===== src/pkg/short_prot_pkg.sv =====
// short_prot_pkg: constants and types for the switch short latch block
// assumes a 10 MHz core clock and digitised sense voltages in millivolts
package short_prot_pkg;
  localparam int mv_width = 12;
  localparam int option_width = 16;
  localparam int count_width = 3;
  // option word field positions
  localparam int low_thr_sel_bit = 7;
  localparam int high_enable_bit = 8;
  // thresholds in millivolts
  localparam logic [11:0] low_thr_lo_mv = 12'h0087; // 135 mV
  localparam logic [11:0] low_thr_hi_mv = 12'h00e6; // 230 mV
  localparam logic [11:0] high_thr_mv = 12'h02ee; // 750 mV
  // non-synchronous charge current limits in milliamps
  localparam logic [11:0] nonsync_lim_ma = 12'h00fa; // 0.25 A
  localparam logic [11:0] nonsync_low_batt_lim_ma = 12'h01f4; // 0.5 A
  localparam logic [11:0] low_batt_mv = 12'h09c4; // 2.5 V
  // short events before latch-off
  localparam logic [2:0] short_limit = 3'h7;
  localparam logic [2:0] count_zero = 3'h0;
  localparam logic [2:0] count_one = 3'h1;
  // blanking time after each switch edge
  localparam int blank_ns = 200;
  localparam int clk_period_ns = 100;
  localparam int blank_cycles_int =
    (blank_ns + clk_period_ns - 1) / clk_period_ns;
  localparam logic [3:0] blank_cycles = 4'(blank_cycles_int);
  localparam logic [3:0] blank_zero = 4'h0;
  typedef enum logic [1:0] {
    run_st = 2'b01,
    latched_st = 2'b10
  } prot_state_type;
endpackage


===== src/pkg/short_sense_if.sv =====
// short_sense_if: one comparator channel between top and counter
// assumes a single clock domain shared by both ends
`timescale 1ns/100ps
interface short_sense_if;
  logic trip; // comparator trip, one cycle
  logic clear; // counter clear
  logic [2:0] count; // events counted
  logic reached; // count at limit
  modport owner (output trip, output clear, input count, input reached);
  modport counter (input trip, input clear, output count, output reached);
endinterface // short_sense_if


===== src/core/short_latch_top.sv =====
// short_latch_top: switch short detection, latch-off and current limits
// assumes sense voltages arrive as mV words from off-domain converters
//
// Overview of operation
// - sample switch drop only after blanking
// - two comparators each step own counter
// - seven events latch the charger off
// - only adapter reconnect clears latch, counters
// - low side trips on phase to ground
// - high side uses adapter_sense_pos minus phase
// - option bit 7 picks 135 or 230 mV
// - option bit 8 enables 750 mV high check
// - non-sync mode keeps bottom gate off
// - non-sync limit 0.25A, 0.5A below 2.5V
// - at input limit, cut charge current
`timescale 1ns/100ps
module short_latch_top (
  input wire logic clk, // 10 MHz core clock
  input wire logic arst_n, // async reset, active low
  input wire logic ce, // clock enable
  input wire logic [short_prot_pkg::option_width-1:0]
    charger_option_word, // host option word
  input wire logic high_edge, // high-side switch turned on, pulse
  input wire logic low_edge, // low-side switch turned on, pulse
  input wire logic [short_prot_pkg::mv_width-1:0]
    adapter_sense_pos, // adapter sense plus, mV
  input wire logic [short_prot_pkg::mv_width-1:0]
    phase_mv, // switching node signed-free drop, mV
  input wire logic phase_neg, // switching node below ground
  input wire logic adapter_present, // adapter detect pin
  input wire logic nonsync_mode, // converter in non-sync mode
  input wire logic [short_prot_pkg::mv_width-1:0]
    batt_mv, // battery voltage, mV
  input wire logic input_at_limit, // input_power_limit reached
  input wire logic [short_prot_pkg::mv_width-1:0]
    charge_req_ma, // requested charge current, mA
  input wire logic low_gate_req, // pwm bottom gate request
  output logic switching_en, // converter may switch
  output logic low_gate, // bottom gate drive
  output logic [short_prot_pkg::mv_width-1:0]
    charge_lim_ma, // granted charge current, mA
  output logic latched_off // latch-off status
);
  import short_prot_pkg::*;
  short_sense_if high_ch ();
  short_sense_if low_ch ();
  // pin synchronisers: two flops on adapter_present, phase_neg and input_at_limit
  logic [2:0] sync1_reg;
  logic [2:0] sync2_reg;
  logic [2:0] sync_next;
  always_comb begin
    sync_next = {adapter_present, phase_neg, input_at_limit};
  end
  always_ff @(posedge clk or negedge arst_n) begin
    if (!arst_n) begin
      sync1_reg <= 3'h0;
      sync2_reg <= 3'h0;
    end else if (ce) begin
      sync1_reg <= sync_next;
      sync2_reg <= sync1_reg;
    end
  end
  logic adapter_s, phase_neg_s, at_limit_s;
  assign {adapter_s, phase_neg_s, at_limit_s} = sync2_reg;
  // adapter sense and phase mv words pass two flops as well; batt_mv does not
  logic [11:0] acp1_reg, acp2_reg, ph1_reg, ph2_reg;
  always_ff @(posedge clk or negedge arst_n) begin
    if (!arst_n) begin
      acp1_reg <= 12'h000;
      acp2_reg <= 12'h000;
      ph1_reg <= 12'h000;
      ph2_reg <= 12'h000;
    end else if (ce) begin
      acp1_reg <= adapter_sense_pos;
      acp2_reg <= acp1_reg;
      ph1_reg <= phase_mv;
      ph2_reg <= ph1_reg;
    end
  end
  // blanking timers, one per switch, started at its turn-on edge
  logic [3:0] hblank_reg, hblank_next, lblank_reg, lblank_next;
  logic hsample_reg, hsample_next, lsample_reg, lsample_next;
  always_comb begin
    hblank_next = hblank_reg;
    lblank_next = lblank_reg;
    hsample_next = 1'b0;
    lsample_next = 1'b0;
    if (high_edge) begin
      hblank_next = blank_cycles;
    end else if (hblank_reg != blank_zero) begin
      hblank_next = hblank_reg - 4'h1;
      hsample_next = (hblank_reg == 4'h1);
    end
    if (low_edge) begin
      lblank_next = blank_cycles;
    end else if (lblank_reg != blank_zero) begin
      lblank_next = lblank_reg - 4'h1;
      lsample_next = (lblank_reg == 4'h1);
    end
  end
  always_ff @(posedge clk or negedge arst_n) begin
    if (!arst_n) begin
      hblank_reg <= blank_zero;
      lblank_reg <= blank_zero;
      hsample_reg <= 1'b0;
      lsample_reg <= 1'b0;
    end else if (ce) begin
      hblank_reg <= hblank_next;
      lblank_reg <= lblank_next;
      hsample_reg <= hsample_next;
      lsample_reg <= lsample_next;
    end
  end
  // comparators
  logic high_en, low_sel;
  logic [11:0] low_thr, high_drop;
  assign high_en = charger_option_word[high_enable_bit];
  assign low_sel = charger_option_word[low_thr_sel_bit];
  assign low_thr = low_sel ? low_thr_hi_mv : low_thr_lo_mv;
  assign high_drop = (acp2_reg > ph2_reg) ?
    acp2_reg - ph2_reg : 12'h000;
  logic state_run;
  // low side: drain-to-source current lifts phase above ground;
  // normal freewheeling pulls phase below ground and never trips
  assign low_ch.trip = state_run && lsample_reg && !phase_neg_s
    && ph2_reg >= low_thr;
  assign high_ch.trip = state_run && hsample_reg && high_en
    && high_drop >= high_thr_mv;
  // adapter reconnect pulse
  logic adapter_d_reg;
  logic reconnect;
  always_ff @(posedge clk or negedge arst_n) begin
    if (!arst_n) begin
      adapter_d_reg <= 1'b0;
    end else if (ce) begin
      adapter_d_reg <= adapter_s;
    end
  end
  assign reconnect = adapter_s && !adapter_d_reg;
  assign high_ch.clear = reconnect;
  assign low_ch.clear = reconnect;
  short_event_counter high_cnt (
    .clk(clk), .arst_n(arst_n), .ce(ce), .sense(high_ch.counter));
  short_event_counter low_cnt (
    .clk(clk), .arst_n(arst_n), .ce(ce), .sense(low_ch.counter));
  // latch-off state
  prot_state_type state_reg, state_next;
  always_comb begin
    state_next = state_reg;
    unique case (state_reg)
      run_st: begin
        if (!reconnect && (high_ch.reached || low_ch.reached)) begin
          state_next = latched_st;
        end
      end
      latched_st: begin
        if (reconnect) begin
          state_next = run_st;
        end
      end
      default: state_next = latched_st;
    endcase
  end
  always_ff @(posedge clk or negedge arst_n) begin
    if (!arst_n) begin
      state_reg <= run_st;
    end else if (ce) begin
      state_reg <= state_next;
    end
  end
  assign state_run = (state_reg == run_st);
  // gate and current limit outputs, registered
  logic low_gate_next;
  logic [11:0] lim_next;
  always_comb begin
    low_gate_next = state_run && low_gate_req && !nonsync_mode;
    lim_next = charge_req_ma;
    if (nonsync_mode) begin
      lim_next = (batt_mv < low_batt_mv) ?
        nonsync_low_batt_lim_ma : nonsync_lim_ma;
      if (charge_req_ma < lim_next) begin
        lim_next = charge_req_ma;
      end
    end
    if (at_limit_s && charge_lim_ma != 12'h000
        && charge_lim_ma <= lim_next) begin
      lim_next = charge_lim_ma - 12'h001;
    end
    if (!state_run) begin
      lim_next = 12'h000;
    end
  end
  always_ff @(posedge clk or negedge arst_n) begin
    if (!arst_n) begin
      low_gate <= 1'b0;
      charge_lim_ma <= 12'h000;
    end else if (ce) begin
      low_gate <= low_gate_next;
      charge_lim_ma <= lim_next;
    end
  end
  assign switching_en = state_run;
  assign latched_off = !state_run;
  latch_on_limit_a: assert property (
    @(posedge clk) disable iff (!arst_n)
    ce && state_run && !reconnect && (high_ch.reached || low_ch.reached)
    |=> latched_off)
    else $error("no latch-off at event limit");
  latch_holds_a: assert property (
    @(posedge clk) disable iff (!arst_n)
    ce && latched_off && !reconnect |=> latched_off)
    else $error("latch cleared without reconnect");
  nonsync_gate_a: assert property (
    @(posedge clk) disable iff (!arst_n)
    ce && nonsync_mode |=> !low_gate)
    else $error("bottom gate on in non-sync mode");
  high_disabled_a: assert property (
    @(posedge clk) disable iff (!arst_n)
    !high_en |-> !high_ch.trip)
    else $error("disabled high comparator tripped");
  blank_sample_a: assert property (
    @(posedge clk) disable iff (!arst_n)
    ce && low_edge ##1 (ce && !low_edge)[*2] |-> lsample_next)
    else $error("sample not after blanking");
  nonsync_limit_a: assert property (
    @(posedge clk) disable iff (!arst_n)
    ce && nonsync_mode && state_run |=>
    charge_lim_ma <= nonsync_low_batt_lim_ma)
    else $error("non-sync limit exceeded");
  low_thr_a: assert property (
    @(posedge clk) disable iff (!arst_n)
    low_ch.trip |-> ph2_reg >= (low_sel ? low_thr_hi_mv : low_thr_lo_mv))
    else $error("low trip below threshold");
  low_dir_a: assert property (
    @(posedge clk) disable iff (!arst_n)
    low_ch.trip |-> !phase_neg_s && lsample_reg)
    else $error("low trip without drain-source flow");
endmodule // short_latch_top


===== src/core/short_event_counter.sv =====
// short_event_counter: saturating count of comparator trips
// assumes trips are already qualified by blanking and enable
`timescale 1ns/100ps
module short_event_counter (
  input wire logic clk, // core clock
  input wire logic arst_n, // async reset, active low
  input wire logic ce, // clock enable
  short_sense_if.counter sense // trip and count channel
);
  import short_prot_pkg::*;
  logic [2:0] count_reg;
  logic [2:0] count_next;
  // next count: clear beats a trip in the same cycle; saturate at limit
  always_comb begin
    count_next = count_reg;
    if (sense.clear) begin
      count_next = count_zero;
    end else if (sense.trip && count_reg != short_limit) begin
      count_next = count_reg + count_one;
    end
  end
  // register count
  always_ff @(posedge clk or negedge arst_n) begin
    if (!arst_n) begin
      count_reg <= count_zero;
    end else if (ce) begin
      count_reg <= count_next;
    end
  end
  assign sense.count = count_reg;
  assign sense.reached = (count_reg == short_limit);
  count_step_a: assert property (
    @(posedge clk) disable iff (!arst_n)
    ce && sense.trip && !sense.clear && count_reg != short_limit
    |=> count_reg == $past(count_reg) + count_one)
    else $error("counter did not step on trip");
endmodule // short_event_counter


===== config.mk =====
export PLATFORM = sky130hd
export DESIGN_NAME = short_latch_top
export DESIGN_NICKNAME = d
export VERILOG_FILES = /design/src/pkg/short_prot_pkg.sv /design/src/pkg/short_sense_if.sv /design/src/core/short_latch_top.sv /design/src/core/short_event_counter.sv
export SDC_FILE = /design/constraint.sdc
export NUM_CORES = 1
export LEC_CHECK = 0
export BUFFER_PORTS_ARGS = -buffer_cell sky130_fd_sc_hd__buf_2
export CORE_ASPECT_RATIO = 1.1
export CORE_UTILIZATION = 50
export CTS_CLUSTER_DIAMETER = 40
export CTS_CLUSTER_SIZE = 20
export DETAILED_ROUTE_END_ITERATION = 8
export PLACE_DENSITY = 0.74
export SYNTH_ARGS = -nofsm -noshare
export SYNTH_HDL_FRONTEND = slang
export SYNTH_SLANG_ARGS = --single-unit

===== constraint.sdc =====
create_clock -name clk -period 7.6 [get_ports clk]
set_clock_uncertainty 0.1 [all_clocks]
set_input_delay 1.52 -clock clk [delete_from_list [all_inputs] [get_ports clk]]
set_output_delay 1.52 -clock clk [all_outputs]
set_load 0.05 [all_outputs]

== Word level (Yosys, flattened, before mapping) ==
Cells that the tools add are included.

* Flip-flop bits (word level): 86
* Bits of input ports: 74

* Order comparisons: 6
* Reductions and logical operators: 32
* Mux-type cells: 22
* Add/subtract/negate cells: 6
* Equal/unequal tests: 10

{| class="wikitable"
|+ Operator list
! kind !! number
|-
| 2-to-1 mux 12 bit || 5
|-
| 2-to-1 mux 4 bit || 4
|-
| logical AND 1 bit || 14
|-
| >= comparator 12 x 10 -> 1 bit (second input constant) || 1
|-
| >= comparator 12 x 8 -> 1 bit || 1
|-
| greater-than comparator 12 bit || 1
|-
| <= comparator 12 bit || 1
|-
| < comparator 12 bit (second input constant) || 1
|-
| < comparator 12 x 9 -> 1 bit || 1
|-
| 2-to-1 mux 3 bit || 4
|-
| nonzero test 12 bit || 1
|-
| subtractor 12 x 1 -> 12 bit (second input constant) || 1
|-
| subtractor 12 bit || 1
|-
| 2-to-1 mux 9 bit || 1
|-
| == test 4 x 1 -> 1 bit (second input constant) || 2
|-
| AND reduction 2 bit || 4
|-
| nonzero test 2 bit || 4
|-
| nonzero test 4 bit || 2
|-
| subtractor 4 x 1 -> 4 bit (second input constant) || 2
|-
| 2-to-1 mux 7 bit || 1
|-
| adder 3 x 1 -> 3 bit (second input constant) || 2
|-
| == test 3 bit (second input constant) || 2
|-
| != test 3 bit (second input constant) || 2
|-
| logical NOT 1 bit || 5
|-
| other kinds (9) || 13
|}

== Depth between registers and ports, before layout ==
* Depth after elaboration: 9
* Depth in mapped cells: 20
* Depth with buffers taken out: 19

== Modules after synthesis ==
Synthesis repeated with hierarchy kept, for this count alone.

* Cells, all modules: 512
* Area total of the unflattened synthesis: 5228.8 sq um

{| class="wikitable"
|+ Modules (own cells, without submodules)
! module !! cells an instance !! area each (sq um) !! times used
|-
| short_latch_top || 478 || 4854.7 || 1
|-
| short_event_counter at low_cnt || 16 || 187.7 || 1
|-
| short_event_counter at high_cnt || 18 || 186.4 || 1
|}

== Least setup slack after synthesis ==
No wires, ideal clock.

* Path type: input-to-reg
* From: input batt_mv[4] (netlist name)
* To: register charge_lim_ma[3] (netlist name)
* Stages: 18
* Arrival time: 5.110 ns
* Required time: 7.379 ns
* Path buffers: 1
* Setup slack: 2.268 ns
* Cell sequence: nor4_1 -> nor2_1 -> o31a_1 -> ha_1 -> or3_1 -> a32o_1 -> nand2_1 -> a21boi_0 -> ha_1 -> nor2b_1 -> o21a_1 -> o21ai_0 -> a21oi_1 -> o22a_1 -> nor2_1 -> buf_2 -> mux2i_1 -> a22o_1

* Word-level cells in the longest chain between the ends: 9

{| class="wikitable"
|+ Ends and longest elaborated chain
! what !! line !! text
|-
| start, declared || short_latch_top.sv:33 || <nowiki>batt_mv,</nowiki>
|-
| < comparator 12 bit (*) || short_latch_top.sv:179 || <nowiki>lim_next = (batt_mv < low_batt_mv) ?</nowiki>
|-
| 2-to-1 mux 9 bit (*) || short_latch_top.sv:179 ||
|-
| < comparator 12 x 9 -> 1 bit || short_latch_top.sv:181 || <nowiki>if (charge_req_ma < lim_next) begin</nowiki>
|-
| 2-to-1 mux 12 bit (*) || short_latch_top.sv:181 ||
|-
| 2-to-1 mux 12 bit (*) || short_latch_top.sv:178 || <nowiki>if (nonsync_mode) begin</nowiki>
|-
| <= comparator 12 bit || short_latch_top.sv:186 || <nowiki>&& charge_lim_ma <= lim_next) begin</nowiki>
|-
| logical AND 1 bit || short_latch_top.sv:186 ||
|-
| 2-to-1 mux 12 bit (*) || short_latch_top.sv:185 || <nowiki>if (at_limit_s && charge_lim_ma != 12'h000</nowiki>
|-
| 2-to-1 mux 12 bit (*) || short_latch_top.sv:189 || <nowiki>if (!state_run) begin</nowiki>
|-
| end signal, assigned || short_latch_top.sv:199 || <nowiki>charge_lim_ma <= lim_next;</nowiki>
|-
| end, declared || short_latch_top.sv:41 || <nowiki>charge_lim_ma,</nowiki>
|}

Mark *: on every way between the ends. The rest lies on a longest branch, timed or not.
A chain may end at the register's enable or synchronous reset.

== Final worst setup path ==
* From: input batt_mv[4] (netlist name)
* To: register charge_lim_ma[7] (netlist name)

Same word-level chain as after synthesis.

==> metrics.cfg <==
[status]
status = complete, but fails checks
violations = DRC

[power_and_ir_drop]
powerDensity_mw_per_mm2 = 244
ir_drop_mv = 0.126
leakagePower_nw = 2.81

[floorplanning]
start_util_pct = 51.7
die-area_mm2 = 0.0106
fp.dieW_um = 98.4
io_pins = 89
core_area_mm2 = 0.00989
rows = 38
die_h_um = 108

[clock_network]
cts_hold_buffers = 0
cts_resized = 0
numCtsBuffers = 9
cts.clk_slew.worst_paths_ns = 0.09
post_cts_buffers = 0
clk_latency_ns = 0.35
tritoncts = yes
clock_tree.root_cell = clkbuf_8
h-tree-depth = 3
cts.path.max_buffers = 2
cts_num_sinks = 86

[flow_run]
maxCapViolCount = 0

[timing]
setup_tns_ns = 0
min_period_ns = 5.71
maxSlewHeadroom_pct = 32.5
hold_viol = 0
fmaxAchievable_mhz = 175
setup_viol = 0
slew_viol_final = 0
worst_pin_slew_ns = 1.01
rsz0062_at_grt = false
finalCritPeriodShare_pct = 75.2

[setup_path]
crit_required_ns = 7.75
path_cells = buf_2 -> nor4_1 -> nor2_1 -> o31a_1 -> ha_1 -> or3_1 -> a32o_1 -> nand2_1 -> a21boi_0 -> ha_1 -> nor2b_1 -> o21a_1 -> o21ai_0 -> a21oi_1 -> o22a_1 -> nor2_1 -> buf_4 -> mux2i_1 -> a22o_1
crit_slowest_cell = nor2_1
start_kind = input port
reg2reg_from = acp2_reg[0]$_DFFE_PN0P_
critPathMaxStageDelay_ns = 0.48
worstPathMaxFanout = 7
cp-startpoint = batt_mv[4]
worstSetupEndpointType = register
arrival_ns = 5.86
rrSetupSlack_ns = 4.61
crit_type = input port to register

[global_route]
grt_max_degree = 103
grt_use_total_pct = 21.1
grt_pass1_wl_um = 17700
overflow = 0
antenna_found_initial = 0
grt_pass1_vias = 3896

[logic_synthesis]
synth_top_area_cell = dfrtp_1
netlist_instances = 501
ys_ff_latch = 86
yosysWarnings = 0
synth_nets = 618
netlist_area_mm2 = 0.00512
synth_edf_count = 0
synth.distinct_cells = 64
seq_area_frac_synth_pct = 42.1
yosys.area.top_type_share_pct = 41.6
yosys-top-cells-area = dfrtp_1, ha_1, mux2_2
synth_area_per_cell_um2 = 10.2
ys.flop_type = dfrtp_1
synthArstFlopShare_pct = 100

[cells_and_area]
syn_to_final_growth_pct = 12.7
diodes = 0
drive_above_1_share_pct = 25.4
nets = 687
multiInputGateArea_mm2 = 0.00273
layout.cells.non_filler = 695
fillers = 865
ff_latch_area_mm2 = 0.00215

[place]
placedCellCount = 679
io_buffers = 72
gp_congestion = 0.852
dp_hpwl_um = 7590

[worst_hold_path]
hold_start = ph1_reg[0]$_DFFE_PN0P_
hold_path.class = register to register

[detailed_routing]
wl_um = 10300
viasPerCell = 5.68
drtIter0Drc = 173
vias = 3948
drc = 8
ant_nets = 0
wire_per_inst_um = 14.8
drtPass1Iterations = 7

layer usage:
metal / up-vias / share of wire [%] / GRT usage (%) / routed length, um
li1: 1954 / - / - / -
met1: 1894 / 45 / 26.2 / 4610
met2: 90 / 50 / 37.3 / 5160
met3: 10 / 4.0 / 3.81 / 414
met4: 0 / 1.2 / 7.04 / 124
met5: - / 0 / 0 / 0
stage by stage:
| stage | util [%] | cell area, um^2 | power, mW | worst slack (ns) | hold WS (ns) |
|---|---|---|---|---|---|
| after floorplan | - | 5120 | 0.985 | 2.27 | 0.349 |
| after global placement | 56.4 | 5580 | 1.08 | 1.63 | 0.365 |
| after detailed placement | 56.4 | 5580 | 1.11 | 1.52 | 0.371 |
| after CTS | 58.3 | 5770 | 1.42 | 1.90 | 0.396 |
| after global routing | 58.3 | 5770 | 1.52 | 1.64 | 0.428 |
| final | 58.3 | 5770 | 1.41 | 1.89 | 0.391 |
where the power goes:
group	total, mW	switching [mW]	leakage [nW]	internal, mW
sequential	0.588	0.0548	1.05	0.533
clock	0.306	0.174	0.0939	0.132
combinational	0.512	0.286	1.66	0.226
total	1.41	0.514	2.81	0.891
layout by cell type (no fill, tap or decap), types with 5 or more instances in the layout:
master,n
nand2b_1,8
ha_1,42
nor3_1,8
inv_1,44
nor2_1,21
clkbuf_8,10
mux2_2,43
a22o_1,9
dfrtp_1,85
nand2_1,34
a21oi_1,18
mux2i_1,14
nand4_1,6
buf_2,70
nand3_1,7
o21ai_0,42
or3_1,6
a21o_1,11
o22ai_1,5
cell type report:
type | instances | share of cell area, %
multi-input combinational | 355 | 47.3
timing repair buffer | 74 | 6.60
clock buffer | 10 | 2.39
inverter | 44 | 2.86
tap | 120 | 2.60
sequential | 86 | 37.3
clock inverter | 6 | 0.890
cell families (layout without fill, tap and decap cells):
kind of cell / after synthesis / in the layout / share of synthesized area, %
AOI/OAI and AO/OA: 126 / 126 / 16.7
muxes: 58 / 58 / 12.5
buffers and inverters: 60 / 134 / 4.57
and+or+nand+nor: 122 / 122 / 12.5
DFF: 86 / 86 / 42.1
xor gates and xnor gates: 6 / 6 / 1.03
adders and majority gates: 43 / 43 / 10.7
cells in the mapped netlist, drive strengths merged, types with 5 or more instances:
| cell type | instances |
|---|---|
| or2 | 5 |
| ha | 42 |
| mux2 | 44 |
| o21ai | 47 |
| nand4 | 6 |
| nor2 | 21 |
| clkbuf | 12 |
| mux2i | 14 |
| dfrtp | 85 |
| and3 | 5 |
| nand2b | 8 |
| nand2 | 34 |
| or3 | 6 |
| a21oi | 19 |
| nor3 | 8 |
| o22ai | 5 |
| a21o | 11 |
| nand3 | 7 |
| a22o | 9 |
| inv | 44 |
final timing paths:
| check | cells after the start | end |
|---|---|---|
| worst max register to register | 12 | high_cnt.sense.count[0]$_DFFE_PN0P_ |
| max in group asynchronous | 2 | ph1_reg[10]$_DFFE_PN0P_ |
| worst max-delay path | 19 | charge_lim_ma[7]$_DFFE_PN0P_ |
| worst min register to register | 2 | ph2_reg[0]$_DFFE_PN0P_ |
| min in group asynchronous | 1 | acp1_reg[4]$_DFFE_PN0P_ |
| worst min-delay path | 2 | ph2_reg[0]$_DFFE_PN0P_ |
worst max-delay path: cells and delay by family:
kind / cells / cell delay, ns
multiplexers: 1 / 0.09
AO/OA/AOI/OAI: 8 / 1.78
adder cells (fa/ha/maj): 2 / 0.61
AND/OR/NAND/NOR: 6 / 1.48
buffers and inverters: 2 / 0.39
No activity file was read; power rests on OpenSTA's default activity.
